==> src/host_bus_pkg.sv <==
// Constants and types for the multiplexed host bus port
`default_nettype none
package host_bus_pkg;
   localparam int unsigned PIN_W = 22;
   localparam logic [2:0] WORDS_PER_DW = 3'h2;
   localparam logic [2:0] BYTES_PER_DW = 3'h4;
   localparam logic [15:0] ADDR_RST = 16'h0000;
   localparam logic [31:0] DW_RST = 32'h0000_0000;
   localparam logic [3:0] BE_RST = 4'h0;
   localparam logic [2:0] CNT_RST = 3'h0;

   typedef struct packed {
      logic endian;
      logic [15:0] ad;
      logic hi;
      logic lo;
      logic cs;
      logic rd;
      logic wr;
   } pins_t;

   typedef struct packed {
      logic endian;
      logic [15:0] addr;
   } addr_t;

   typedef struct packed {
      logic valid;
      logic [3:0] be;
      logic [31:0] data;
   } wr_req_t;

   function automatic logic [31:0] swap32(input logic [31:0] d);
      swap32 = {d[7:0], d[15:8], d[23:16], d[31:24]};
   endfunction
endpackage
`default_nettype wire

==> src/muxed_host_bus_port.sv <==
// Device end of the multiplexed address/data host bus port
`timescale 1ns/100ps
`default_nettype none
module muxed_host_bus_port #(
   parameter int unsigned SYNC_STAGES = 2
) (
   // Clock and reset
   input wire logic clk,
   input wire logic reset,
   // Straps
   input wire logic latch_polarity_cfg,
   input wire logic select_polarity_cfg,
   input wire logic read_dir_polarity_cfg,
   input wire logic write_enable_polarity_cfg,
   input wire logic strobe_style_cfg,
   input wire logic latch_gating_cfg,
   input wire logic dual_phase_cfg,
   input wire logic wide_data_cfg,
   // Host pins
   input wire logic high_addr_latch_strobe,
   input wire logic low_addr_latch_strobe,
   input wire logic chip_select,
   input wire logic read_strobe,
   input wire logic write_strobe,
   input wire logic endian_sel,
   input wire logic [15:0] ad_in,
   output logic [15:0] ad_out,
   output logic ad_oe_lo,
   output logic ad_oe_hi,
   // Register side
   input wire logic partial_ok,
   input wire logic [31:0] reg_rd_data,
   output host_bus_pkg::addr_t reg_addr,
   output logic reg_rd_hold,
   output logic reg_rd_done,
   output host_bus_pkg::wr_req_t reg_wr
);
   if (SYNC_STAGES < 2) begin : g_chk
      $error("SYNC_STAGES must be at least 2");
   end

   // Synchroniser chain
   host_bus_pkg::pins_t pin_raw;
   logic [host_bus_pkg::PIN_W-1:0] sync_r [SYNC_STAGES];
   host_bus_pkg::pins_t cur;
   host_bus_pkg::pins_t pin_idle;
   // Inactive pin levels for the chain's reset
   assign pin_idle = '{endian: 1'b0, ad: host_bus_pkg::ADDR_RST, hi: ~latch_polarity_cfg,
                       lo: ~latch_polarity_cfg, cs: ~select_polarity_cfg, rd: ~read_dir_polarity_cfg,
                       wr: ~write_enable_polarity_cfg};
   assign pin_raw = '{endian: endian_sel, ad: ad_in, hi: high_addr_latch_strobe,
                      lo: low_addr_latch_strobe, cs: chip_select, rd: read_strobe, wr: write_strobe};
   assign cur = host_bus_pkg::pins_t'(sync_r[SYNC_STAGES-1]);

   always_ff @(posedge clk) begin
      if (reset) begin
         for (int i = 0; i < SYNC_STAGES; i++) begin
            sync_r[i] <= pin_idle;
         end
      end else begin
         sync_r[0] <= pin_raw;
         for (int i = 1; i < SYNC_STAGES; i++) begin
            sync_r[i] <= sync_r[i-1];
         end
      end
   end

   // Polarity and strobe style decode
   wire hi_a = cur.hi ~^ latch_polarity_cfg;
   wire lo_a = cur.lo ~^ latch_polarity_cfg;
   wire cs_a = cur.cs ~^ select_polarity_cfg;
   wire rd_pin_a = cur.rd ~^ read_dir_polarity_cfg;
   wire wr_pin_a = cur.wr ~^ write_enable_polarity_cfg;
   wire rd_a = strobe_style_cfg ? (wr_pin_a & rd_pin_a) : rd_pin_a;
   wire wr_a = strobe_style_cfg ? (wr_pin_a & ~rd_pin_a) : wr_pin_a;
   wire rd_cyc = cs_a & rd_a;
   wire wr_cyc = cs_a & wr_a;
   wire latch_ok = ~latch_gating_cfg | cs_a;
   wire hi_ld = dual_phase_cfg & hi_a & latch_ok;
   wire lo_ld = lo_a & latch_ok;

   // Cycle edges
   logic rd_cyc_r;
   logic wr_cyc_r;
   wire rd_start = rd_cyc & ~rd_cyc_r;
   wire rd_end = ~rd_cyc & rd_cyc_r;
   wire wr_end = ~wr_cyc & wr_cyc_r;

   always_ff @(posedge clk) begin
      if (reset) begin
         rd_cyc_r <= 1'b0;
         wr_cyc_r <= 1'b0;
      end else begin
         rd_cyc_r <= rd_cyc;
         wr_cyc_r <= wr_cyc;
      end
   end

   // Address latch
   host_bus_pkg::addr_t addr_r;
   host_bus_pkg::addr_t addr_nxt;
   always_comb begin
      addr_nxt = addr_r;
      if (dual_phase_cfg) begin
         if (lo_ld) begin
            addr_nxt.addr[7:0] = cur.ad[7:0];
         end
         if (hi_ld) begin
            addr_nxt.addr[15:8] = cur.ad[7:0];
         end
      end else if (lo_ld) begin
         addr_nxt.addr = cur.ad;
      end
      if (hi_ld | lo_ld) begin
         addr_nxt.endian = cur.endian;
      end
   end

   always_ff @(posedge clk) begin
      if (reset) begin
         addr_r <= '{endian: 1'b0, addr: host_bus_pkg::ADDR_RST};
      end else begin
         addr_r <= addr_nxt;
      end
   end
   assign reg_addr = addr_r;

   // Lane selection
   wire [2:0] dw_parts = wide_data_cfg ? host_bus_pkg::WORDS_PER_DW : host_bus_pkg::BYTES_PER_DW;
   wire [2:0] cnt_last = dw_parts - 3'h1;
   wire [4:0] sh = wide_data_cfg ? {addr_r.addr[1], 4'h0} : {addr_r.addr[1:0], 3'h0};
   wire [31:0] lane_m = wide_data_cfg ? (32'h0000_ffff << sh) : (32'h0000_00ff << sh);
   wire [3:0] lane_be = wide_data_cfg ? (4'h3 << {addr_r.addr[1], 1'b0}) : (4'h1 << addr_r.addr[1:0]);

   // Read path
   logic [31:0] snap_r;
   logic [2:0] rd_cnt_r;
   logic [15:0] ad_out_r;
   logic oe_r;
   logic rd_done_r;
   wire [31:0] rd_src = (partial_ok | (rd_cnt_r == host_bus_pkg::CNT_RST)) ? reg_rd_data : snap_r;
   wire [31:0] rd_view = addr_r.endian ? host_bus_pkg::swap32(rd_src) : rd_src;
   wire [31:0] rd_sh = rd_view >> sh;
   wire rd_last = partial_ok | (rd_cnt_r == cnt_last);
   assign reg_rd_hold = rd_start & (rd_cnt_r == host_bus_pkg::CNT_RST);

   always_ff @(posedge clk) begin
      if (reset) begin
         snap_r <= host_bus_pkg::DW_RST;
         rd_cnt_r <= host_bus_pkg::CNT_RST;
         ad_out_r <= host_bus_pkg::ADDR_RST;
         oe_r <= 1'b0;
         rd_done_r <= 1'b0;
      end else begin
         oe_r <= rd_cyc;
         rd_done_r <= rd_end & rd_last;
         if (reg_rd_hold) begin
            snap_r <= reg_rd_data;
         end
         if (rd_start) begin
            ad_out_r <= wide_data_cfg ? rd_sh[15:0] : {8'h00, rd_sh[7:0]};
         end
         if (rd_end) begin
            rd_cnt_r <= rd_last ? host_bus_pkg::CNT_RST : rd_cnt_r + 3'h1;
         end
      end
   end
   assign ad_out = ad_out_r;
   assign ad_oe_lo = oe_r;
   assign ad_oe_hi = oe_r & wide_data_cfg;
   assign reg_rd_done = rd_done_r;

   // Write path
   logic [15:0] wdat_r;
   logic [31:0] asm_r;
   logic [3:0] be_r;
   logic [2:0] wr_cnt_r;
   host_bus_pkg::wr_req_t wr_r;
   wire [31:0] wdat_sh = {16'h0000, wdat_r} << sh;
   wire [31:0] asm_nxt = (asm_r & ~lane_m) | (wdat_sh & lane_m);
   wire [3:0] be_nxt = be_r | lane_be;
   wire [3:0] be_sw = {be_nxt[0], be_nxt[1], be_nxt[2], be_nxt[3]};
   wire wr_last = partial_ok | (wr_cnt_r == cnt_last);

   always_ff @(posedge clk) begin
      if (reset) begin
         wdat_r <= host_bus_pkg::ADDR_RST;
         asm_r <= host_bus_pkg::DW_RST;
         be_r <= host_bus_pkg::BE_RST;
         wr_cnt_r <= host_bus_pkg::CNT_RST;
         wr_r <= '{valid: 1'b0, be: host_bus_pkg::BE_RST, data: host_bus_pkg::DW_RST};
      end else begin
         wr_r.valid <= 1'b0;
         if (wr_cyc) begin
            wdat_r <= wide_data_cfg ? cur.ad : {8'h00, cur.ad[7:0]};
         end
         if (wr_end) begin
            if (wr_last) begin
               wr_r.valid <= 1'b1;
               wr_r.data <= addr_r.endian ? host_bus_pkg::swap32(asm_nxt) : asm_nxt;
               wr_r.be <= addr_r.endian ? be_sw : be_nxt;
               be_r <= host_bus_pkg::BE_RST;
               wr_cnt_r <= host_bus_pkg::CNT_RST;
            end else begin
               be_r <= be_nxt;
               wr_cnt_r <= wr_cnt_r + 3'h1;
            end
            asm_r <= asm_nxt;
         end
      end
   end
   assign reg_wr = wr_r;
endmodule
`default_nettype wire

==> config.mk <==
export PLATFORM = sky130hd
export DESIGN_NAME = muxed_host_bus_port
export DESIGN_NICKNAME = d
export VERILOG_FILES = /design/src/host_bus_pkg.sv /design/src/muxed_host_bus_port.sv
export SDC_FILE = /design/constraint.sdc
export NUM_CORES = 1
export LEC_CHECK = 0
export CAP_MARGIN = 0
export CORE_MARGIN = 2
export CORE_UTILIZATION = 35
export CTS_CLUSTER_DIAMETER = 100
export CTS_CLUSTER_SIZE = 28
export DETAILED_ROUTE_END_ITERATION = 12
export DONT_BUFFER_PORTS = 1
export PLACE_DENSITY = 0.58
export SYNTH_ARGS = -nofsm -noshare
export SYNTH_HDL_FRONTEND = slang
export SYNTH_SLANG_ARGS = --single-unit
export TNS_END_PERCENT = 100
==> constraint.sdc <==
create_clock -name clk -period 3.6 [get_ports clk]
set_input_delay 0.36 -clock clk [delete_from_list [all_inputs] [get_ports clk]]
set_output_delay 0.36 -clock clk [all_outputs]
set_load 0.05 [all_outputs]
==> flow_summary_export.csv, run 1 <==
group,metric,value,unit
clock_network,clkSlewWorstSetupHoldPaths,0.12,ns
die,die_w,164,um
finish,layout-drive-gt1-share,9.77,%
sta,finalMaxSlewViolations,0,
sta,final.setup_skew,0.0233,ns
min_path,worstHoldStart,"reg_rd_data[26]",
die,io_pins,139,
finish,diodes,0,
worst_setup_path,cp.arrival,2.92,ns
placed_design,hpwl,16500,um
min_path,min_path_cells,2,
placed_design,pre_cts_slack,1.04,ns
detailed_routing,drc,0,
clock_network,cts_buffers,11,
worst_setup_path,worstPathMaxFanout,23,
global_route,grt_use_total,17.4,%
finish,area_delta_synth_final,9.90,%
placed_design,place_area,9230,um2
detailed_routing,num_vias,6561,
synthesis,async_flop_share,0,%
clock_network,cts_tree,"built",
worst_setup_path,crit_required,3.93,ns
sta,tightest_slew,1.03,ns
placed_design,gp_congestion,0.828,
global_route,grt_max_degree,160,
detailed_routing,first_iter_violations,576,
pwr,switchingPower,1.31,mW
outcome,status,"completed",
synthesis,synth_edf_count,0,
clock_network,root_buffer,"clkbuf_16",
clock_network,cts_sinks,207,
detailed_routing,ant_nets,0,
pwr,pwr-share-clk,29.6,%
sta,relSlewSlack,31.5,%
clock_network,cts.path.max_buffers,3,
worst_setup_path,path_class,"reg -> reg",
pwr,p_comb_share,12.2,%
die,num_rows,58,
worst_setup_path,reg2regPathDepth,8,
die,die_h,164,um
sta,max_freq,0.387,GHz
synthesis,ys_seq_elements,207,
die,start_util,35.7,%
detailed_routing,wl_per_cell,19.3,um
worst_setup_path,r2r_setup_slack,1.01,ns
pwr,pwr_density_cell,456,nW/um2
worst_setup_path,worstSetupEndpointType,"register",
sta,hold_violations,0,
finish,layout_commonest_cell,"dfxtp_1",
synthesis,yosysSeqAreaShare,46.0,%
synthesis,synth_flop_cell,"dfxtp_1",
pwr,p_leak,3.38,nW
clock_network,cts_resized,0,
global_route,grt_pass1_wl,36800,um
synthesis,syn-num-nets,980,
synthesis,syn_avg_cell_area,9.88,um2
min_path,holdPathEnd,"snap_r[26]",
die,coreArea,25300,um2
sta,min_period,2.59,ns
finish,design_area,9900,um2
sta,finalWorstSetupSlack,1.01,ns
pwr,swShare,28.9,%
clock_network,htreeDepth,1,
synthesis,synth_area_leader_cell,"dfxtp_1",
worst_setup_path,cp-start-kind,"register",
synthesis,syn-cell-area,9010,um2
min_path,min_path_type,"in -> reg",
synthesis,ys_top_cells_by_area,"dfxtp_1 (46%), mux2i_1 (9.9%), mux4_2 (6.5%), nand2_1 (4.8%), a21oi_1 (4.7%)",
synthesis,ys_types,47,
sta,setup_violations,0,
sta,rsz0062_at_grt,"no",
clock_network,clk_latency,0.48,ns
sta,fin_tns_setup,0,ns
finish,layout.nets,977,
detailed_routing,firstDrtPassIters,5,
placed_design,io_buffers,0,
pwr,pwr-share-seq,58.1,%
pwr,internal_power,3.21,mW
synthesis,synth_top_area_share,46.0,%
pwr,finalPower,4.51,mW
synthesis,synth_cells,912,
detailed_routing,routed_wl,24000,um
detailed_routing,vias_per_cell,5.29,
global_route,grt-ovfl-total,0,
die,die_area,27000,um2
worst_setup_path,rr_endpoint,"ad_out[4]",
finish,layout_common_cells,"dfxtp_1 (206), nand2_1 (116), mux2i_1 (89)",
synthesis,yosysWarningCount,0,
flow_run,drv_cap,0,
global_route,grt_pass1_vias,6251,
worst_setup_path,r2r-start,"rd_cnt_r[1]",
pwr,max-vdd-ir-drop,316,uV
sta,fin_crit_sh,71.8,%
global_route,grt_antenna_before_repair,0,
## power groups by stage
stage               Sequential [mW]  Clock [mW]  Combinational [mW]
CTS                            2.63        1.39               0.554
global placement               2.68           0               0.482
detailed placement             2.68           0               0.490
floorplan                      2.64           0               0.436
finish                         2.62        1.34               0.552
global route                   2.64        1.47               0.611
## routing by layer
layer	global-route usage, %	up-vias	share of wire, %
met3	4.09	23	6.6
met2	27.8	177	46
li1	-	3255	-
met1	24.0	3106	46
met5	0	-	0
met4	3.99	0	1.5
## cell type report
cell class | count | area (um2)
inverters | 17 | 63.8
clock buffers | 12 | 279
repair buffers | 53 | 515
flip-flops and latches | 207 | 4150
multi-input cells | 619 | 4460
fillers | 2520 | 15400
clock inverters | 3 | 22.5
well taps | 330 | 413
## sequential cells by signal (all words and copies together), names as in the netlist, 3 cells and up
signal / cells
reg_wr: 37
reg_addr: 17
ad_out: 16
sync_r: 44
asm_r: 32
wr_cnt_r: 3
wdat_r: 16
be_r: 4
snap_r: 32
rd_cnt_r: 3
## how the worst max path moves through the flow
stage,start,to,cells after the start
global placement,rd_cnt_r[0],ad_out[4],8
global route,rd_cnt_r[0],ad_out[4],8
finish,rd_cnt_r[1],ad_out[4],8
CTS,rd_cnt_r[1],ad_out[4],8
floorplan,reg_addr[1],reg_wr[21],7
detailed placement,rd_cnt_r[0],ad_out[4],8
## synth_stat cells (3+ instances only)
library cell and instances:
a22o_1 44, ha_1 3, a32oi_1 3, xnor2_1 5, a311oi_1 12, inv_1 15
nor2b_1 39, a21oi_1 85, a211oi_1 21, dfxtp_1 207, buf_6 5, or2_2 18
nor2_2 3, a2bb2oi_1 3, a221oi_1 8, mux4_2 26, xor2_1 6, buf_4 3
and2_1 3, o21ai_0 15, mux4_1 3, nor2_1 55, nor3_1 7, nand2b_1 6
mux2i_1 89, nand3_1 9, nand2_1 116, clkbuf_1 36, a22oi_1 21, buf_2 22
## metrics by stage
stage	hold WS (ns)	util, %	std cells
6_report	0.0163	39.2	1241
5_1_grt	0.00542	39.2	1241
4_1_cts	0.000581	39.1	1239
3_5_place_dp	0.424	36.5	1191
3_3_place_gp	0.419	36.5	1191
2_1_floorplan	0.414	-	912
## critical path, stage by stage (launching register included)
cell and delay, ns:
dfxtp_1 0.41, inv_1 0.06, ha_1 0.16, nor2b_1 0.15
nor2_4 0.56, buf_4 0.33, mux4_2 0.51, a22oi_1 0.14
a211oi_1 0.09
## timing repair
action | in CTS | in global routing
hold buffers | 33 | 2
setup buffers | 0 | 0
hold endpoints to repair | 159 | 2
## cell families (layout without fill, tap and decap cells)
kind of cell	Yosys count	after routing	share of synthesized area, %
compound gates	225	225	17.2
xor+xnor	12	12	1.25
fa+ha+maj	3	3	0.417
buf+inv	86	85	4.56
flops	207	207	46.0
mux	118	118	17.3
simple gates	261	261	13.3
Note: power is estimated with default switching activity, not from simulation.
==> inputs of run 2 (changes only) <==
--- a/config.mk
+++ b/config.mk
@@ -12,7 +12,7 @@
 export CTS_CLUSTER_SIZE = 28
 export DETAILED_ROUTE_END_ITERATION = 12
 export DONT_BUFFER_PORTS = 1
-export PLACE_DENSITY = 0.58
+export PLACE_DENSITY = 0.6
 export SYNTH_ARGS = -nofsm -noshare
 export SYNTH_HDL_FRONTEND = slang
 export SYNTH_SLANG_ARGS = --single-unit
==> constraint.sdc (replaced) <==
create_clock -name clk -period 2.2 [get_ports clk]
set_input_delay 0.22 -clock clk [delete_from_list [all_inputs] [get_ports clk]]
set_output_delay 0.22 -clock clk [all_outputs]
set_load 0.05 [all_outputs]
==> run 2 against run 1 <==
Compared with the run above: via count rose by 6.5%; clock power rose by 62%; routed wire length is 2.2% higher; combinational power grew 100%; critical path depth rose by 1; sequential power rose by 62%; die area is the same; non-clock buffer count grew 103; final cell count is 8.2% higher; critical path type unchanged; largest power group unchanged.
==> flow_summary_export.csv, run 2 (synthesis gave the netlist of run 1 again) <==
group,metric,value,unit
outcome,status,"completed",
finish,layout_common_cells,"dfxtp_1 (203), nand2_1 (116), dlygate4sd3_1 (103)",
clock_network,cts_sinks,207,
sta,tightest_slew,0.617,ns
worst_setup_path,worstPathMaxFanout,17,
detailed_routing,first_iter_violations,482,
die,die_h,164,um
global_route,grt_max_degree,112,
pwr,switchingPower,2.14,mW
sta,relSlewSlack,58.8,%
finish,design_area,11000,um2
finish,post_layout_nonfiller_instances,1343,
worst_setup_path,worst_path_dominant_cell_family,"multiplexers",
die,num_rows,58,
global_route,grt_pass1_wl,38400,um
min_path,min_path_cells,3,
detailed_routing,drc,0,
global_route,grt_pass1_vias,6891,
sta,min_period,2.11,ns
global_route,grt.busiest_layer,"met2",
worst_setup_path,path_class,"reg -> reg",
placed_design,place_area,9490,um2
sta,hold_slack,0.0232,ns
global_route,use_met3,3.74,%
finish,layout.nets,1080,
detailed_routing,ant_nets,0,
finish,largest_reg_flops,44,
global_route,grt_antenna_before_repair,0,
pwr,finalPower,7.54,mW
worst_setup_path,worst-path-buf-inv,3,
worst_setup_path,cp-start-kind,"register",
placed_design,place_inst,1215,
detailed_routing,wl_per_cell,18.3,um
die,die_area,27000,um2
die,io_pins,139,
sta,setup_violations,0,
sta,hold_violations,0,
detailed_routing,vias_per_cell,5.20,
clock_network,cts_buffers,11,
worst_setup_path,crit_required,2.55,ns
sta,finalMaxSlewViolations,0,
worst_setup_path,cp_cell_sequence,"inv_1 > ha_1 > nor2b_4 > nor2_4 > buf_12 > buf_16 > mux4_2 > a22oi_2 > a211oi_1",
clock_network,cts_tree,"built",
clock_network,clkSlewWorstSetupHoldPaths,0.11,ns
pwr,pwr_density_cell,684,nW/um2
clock_network,cts.path.max_buffers,3,
finish,diodes,0,
global_route,grt-ovfl-total,0,
worst_setup_path,cp.arrival,2.46,ns
worst_setup_path,slowest_stage,"mux4_2",
finish,regMostFlops,"sync_r",
pwr,pwr-share-clk,28.8,%
finish,area_delta_synth_final,22.4,%
pwr,p_comb_share,14.9,%
sta,max_freq,0.474,GHz
worst_setup_path,rr_endpoint,"ad_out[5]",
finish,layout-drive-gt1-share,13.5,%
pwr,p_leak,4.02,nW
worst_setup_path,r2r-start,"rd_cnt_r[0]",
placed_design,pre_cts_slack,0.0357,ns
placed_design,io_buffers,0,
flow_run,drv_cap,0,
global_route,grt_use_total,17.9,%
placed_design,hpwl,16400,um
global_route,grt.met2_usage,30.4,%
min_path,holdPathEnd,"rd_cnt_r[0]",
sta,fin_crit_sh,96.0,%
finish,layout_commonest_cell,"dfxtp_1",
die,start_util,35.7,%
detailed_routing,firstDrtPassIters,4,
global_route,use_met1,23.3,%
min_path,min_path_type,"in -> reg",
pwr,max-vdd-ir-drop,625,uV
worst_setup_path,crit_path_max_incr_delay,0.53,ns
die,die_w,164,um
pwr,pwr-share-seq,56.4,%
worst_setup_path,worstSetupEndpointType,"register",
sta,finalWorstSetupSlack,0.0882,ns
clock_network,root_buffer,"clkbuf_16",
clock_network,htreeDepth,1,
clock_network,clk_latency,0.47,ns
pwr,swShare,28.4,%
placed_design,gp_congestion,0.805,
die,coreArea,25300,um2
worst_setup_path,reg2regPathDepth,9,
detailed_routing,num_vias,6987,
detailed_routing,routed_wl,24500,um
min_path,worstHoldStart,"partial_ok",
pwr,internal_power,5.40,mW
sta,final.setup_skew,0.0206,ns
worst_setup_path,r2r_setup_slack,0.09,ns
run 2: worst max path at each step:
stage          depth (start not counted)           from     endpoint  slack, ns
4_1_cts                                5  sync_r[0][22]  reg_rd_hold      0.009
6_report                               9    rd_cnt_r[0]    ad_out[5]       0.09
2_1_floorplan                          5   reg_addr[16]    ad_out[7]       0.05
5_1_grt                                5  sync_r[0][24]  reg_rd_hold      -0.03
3_5_place_dp                           8    rd_cnt_r[0]    ad_out[2]       0.04
3_3_place_gp                           8    rd_cnt_r[0]    ad_out[9]       0.06
run 2: worst min-delay path: cells and delay by family:
family           cells  cell delay [ns]
AND/OR/NAND/NOR      1             0.10
AO/OA/AOI/OAI        2             0.13
run 2: routing by layer:
layer	part of all wire, %	wire length, um
met1	43	10600
met2	48	11900
met3	6.3	1550
met4	2.1	510
met5	0	0
run 2: area by class of cell:
cell class,count,area [um2]
fillers,2433,14200
multi-input cells,619,4530
flip-flops and latches,207,4150
repair buffers,156,1560
well taps,330,413
clock buffers,12,279
inverters,17,68.8
clock inverters,2,20.0
run 2: per-stage QoR:
stage          util (%)  setup TNS [ns]
6_report           43.7               0
5_1_grt            43.7         -0.0353
4_1_cts            42.9               0
3_5_place_dp       37.6               0
3_3_place_gp       37.6               0
2_1_floorplan         -               0
run 2: what timing repair did:
item	CTS	global route
resized for setup	1	18
pin swaps	0	1
setup endpoints to repair	1	25
setup buffers	0	9
gates cloned	0	1
hold endpoints to repair	163	0
hold buffers	104	0
run 2: power groups by stage:
stage                     clock (mW)  sequential [mW]  combinational, mW
final                           2.17             4.25               1.12
after floorplan                    0             4.31              0.715
after CTS                       2.26             4.25               1.09
after detailed placement           0             4.34              0.908
after global routing            2.36             4.28               1.23
after global placement             0             4.34              0.894
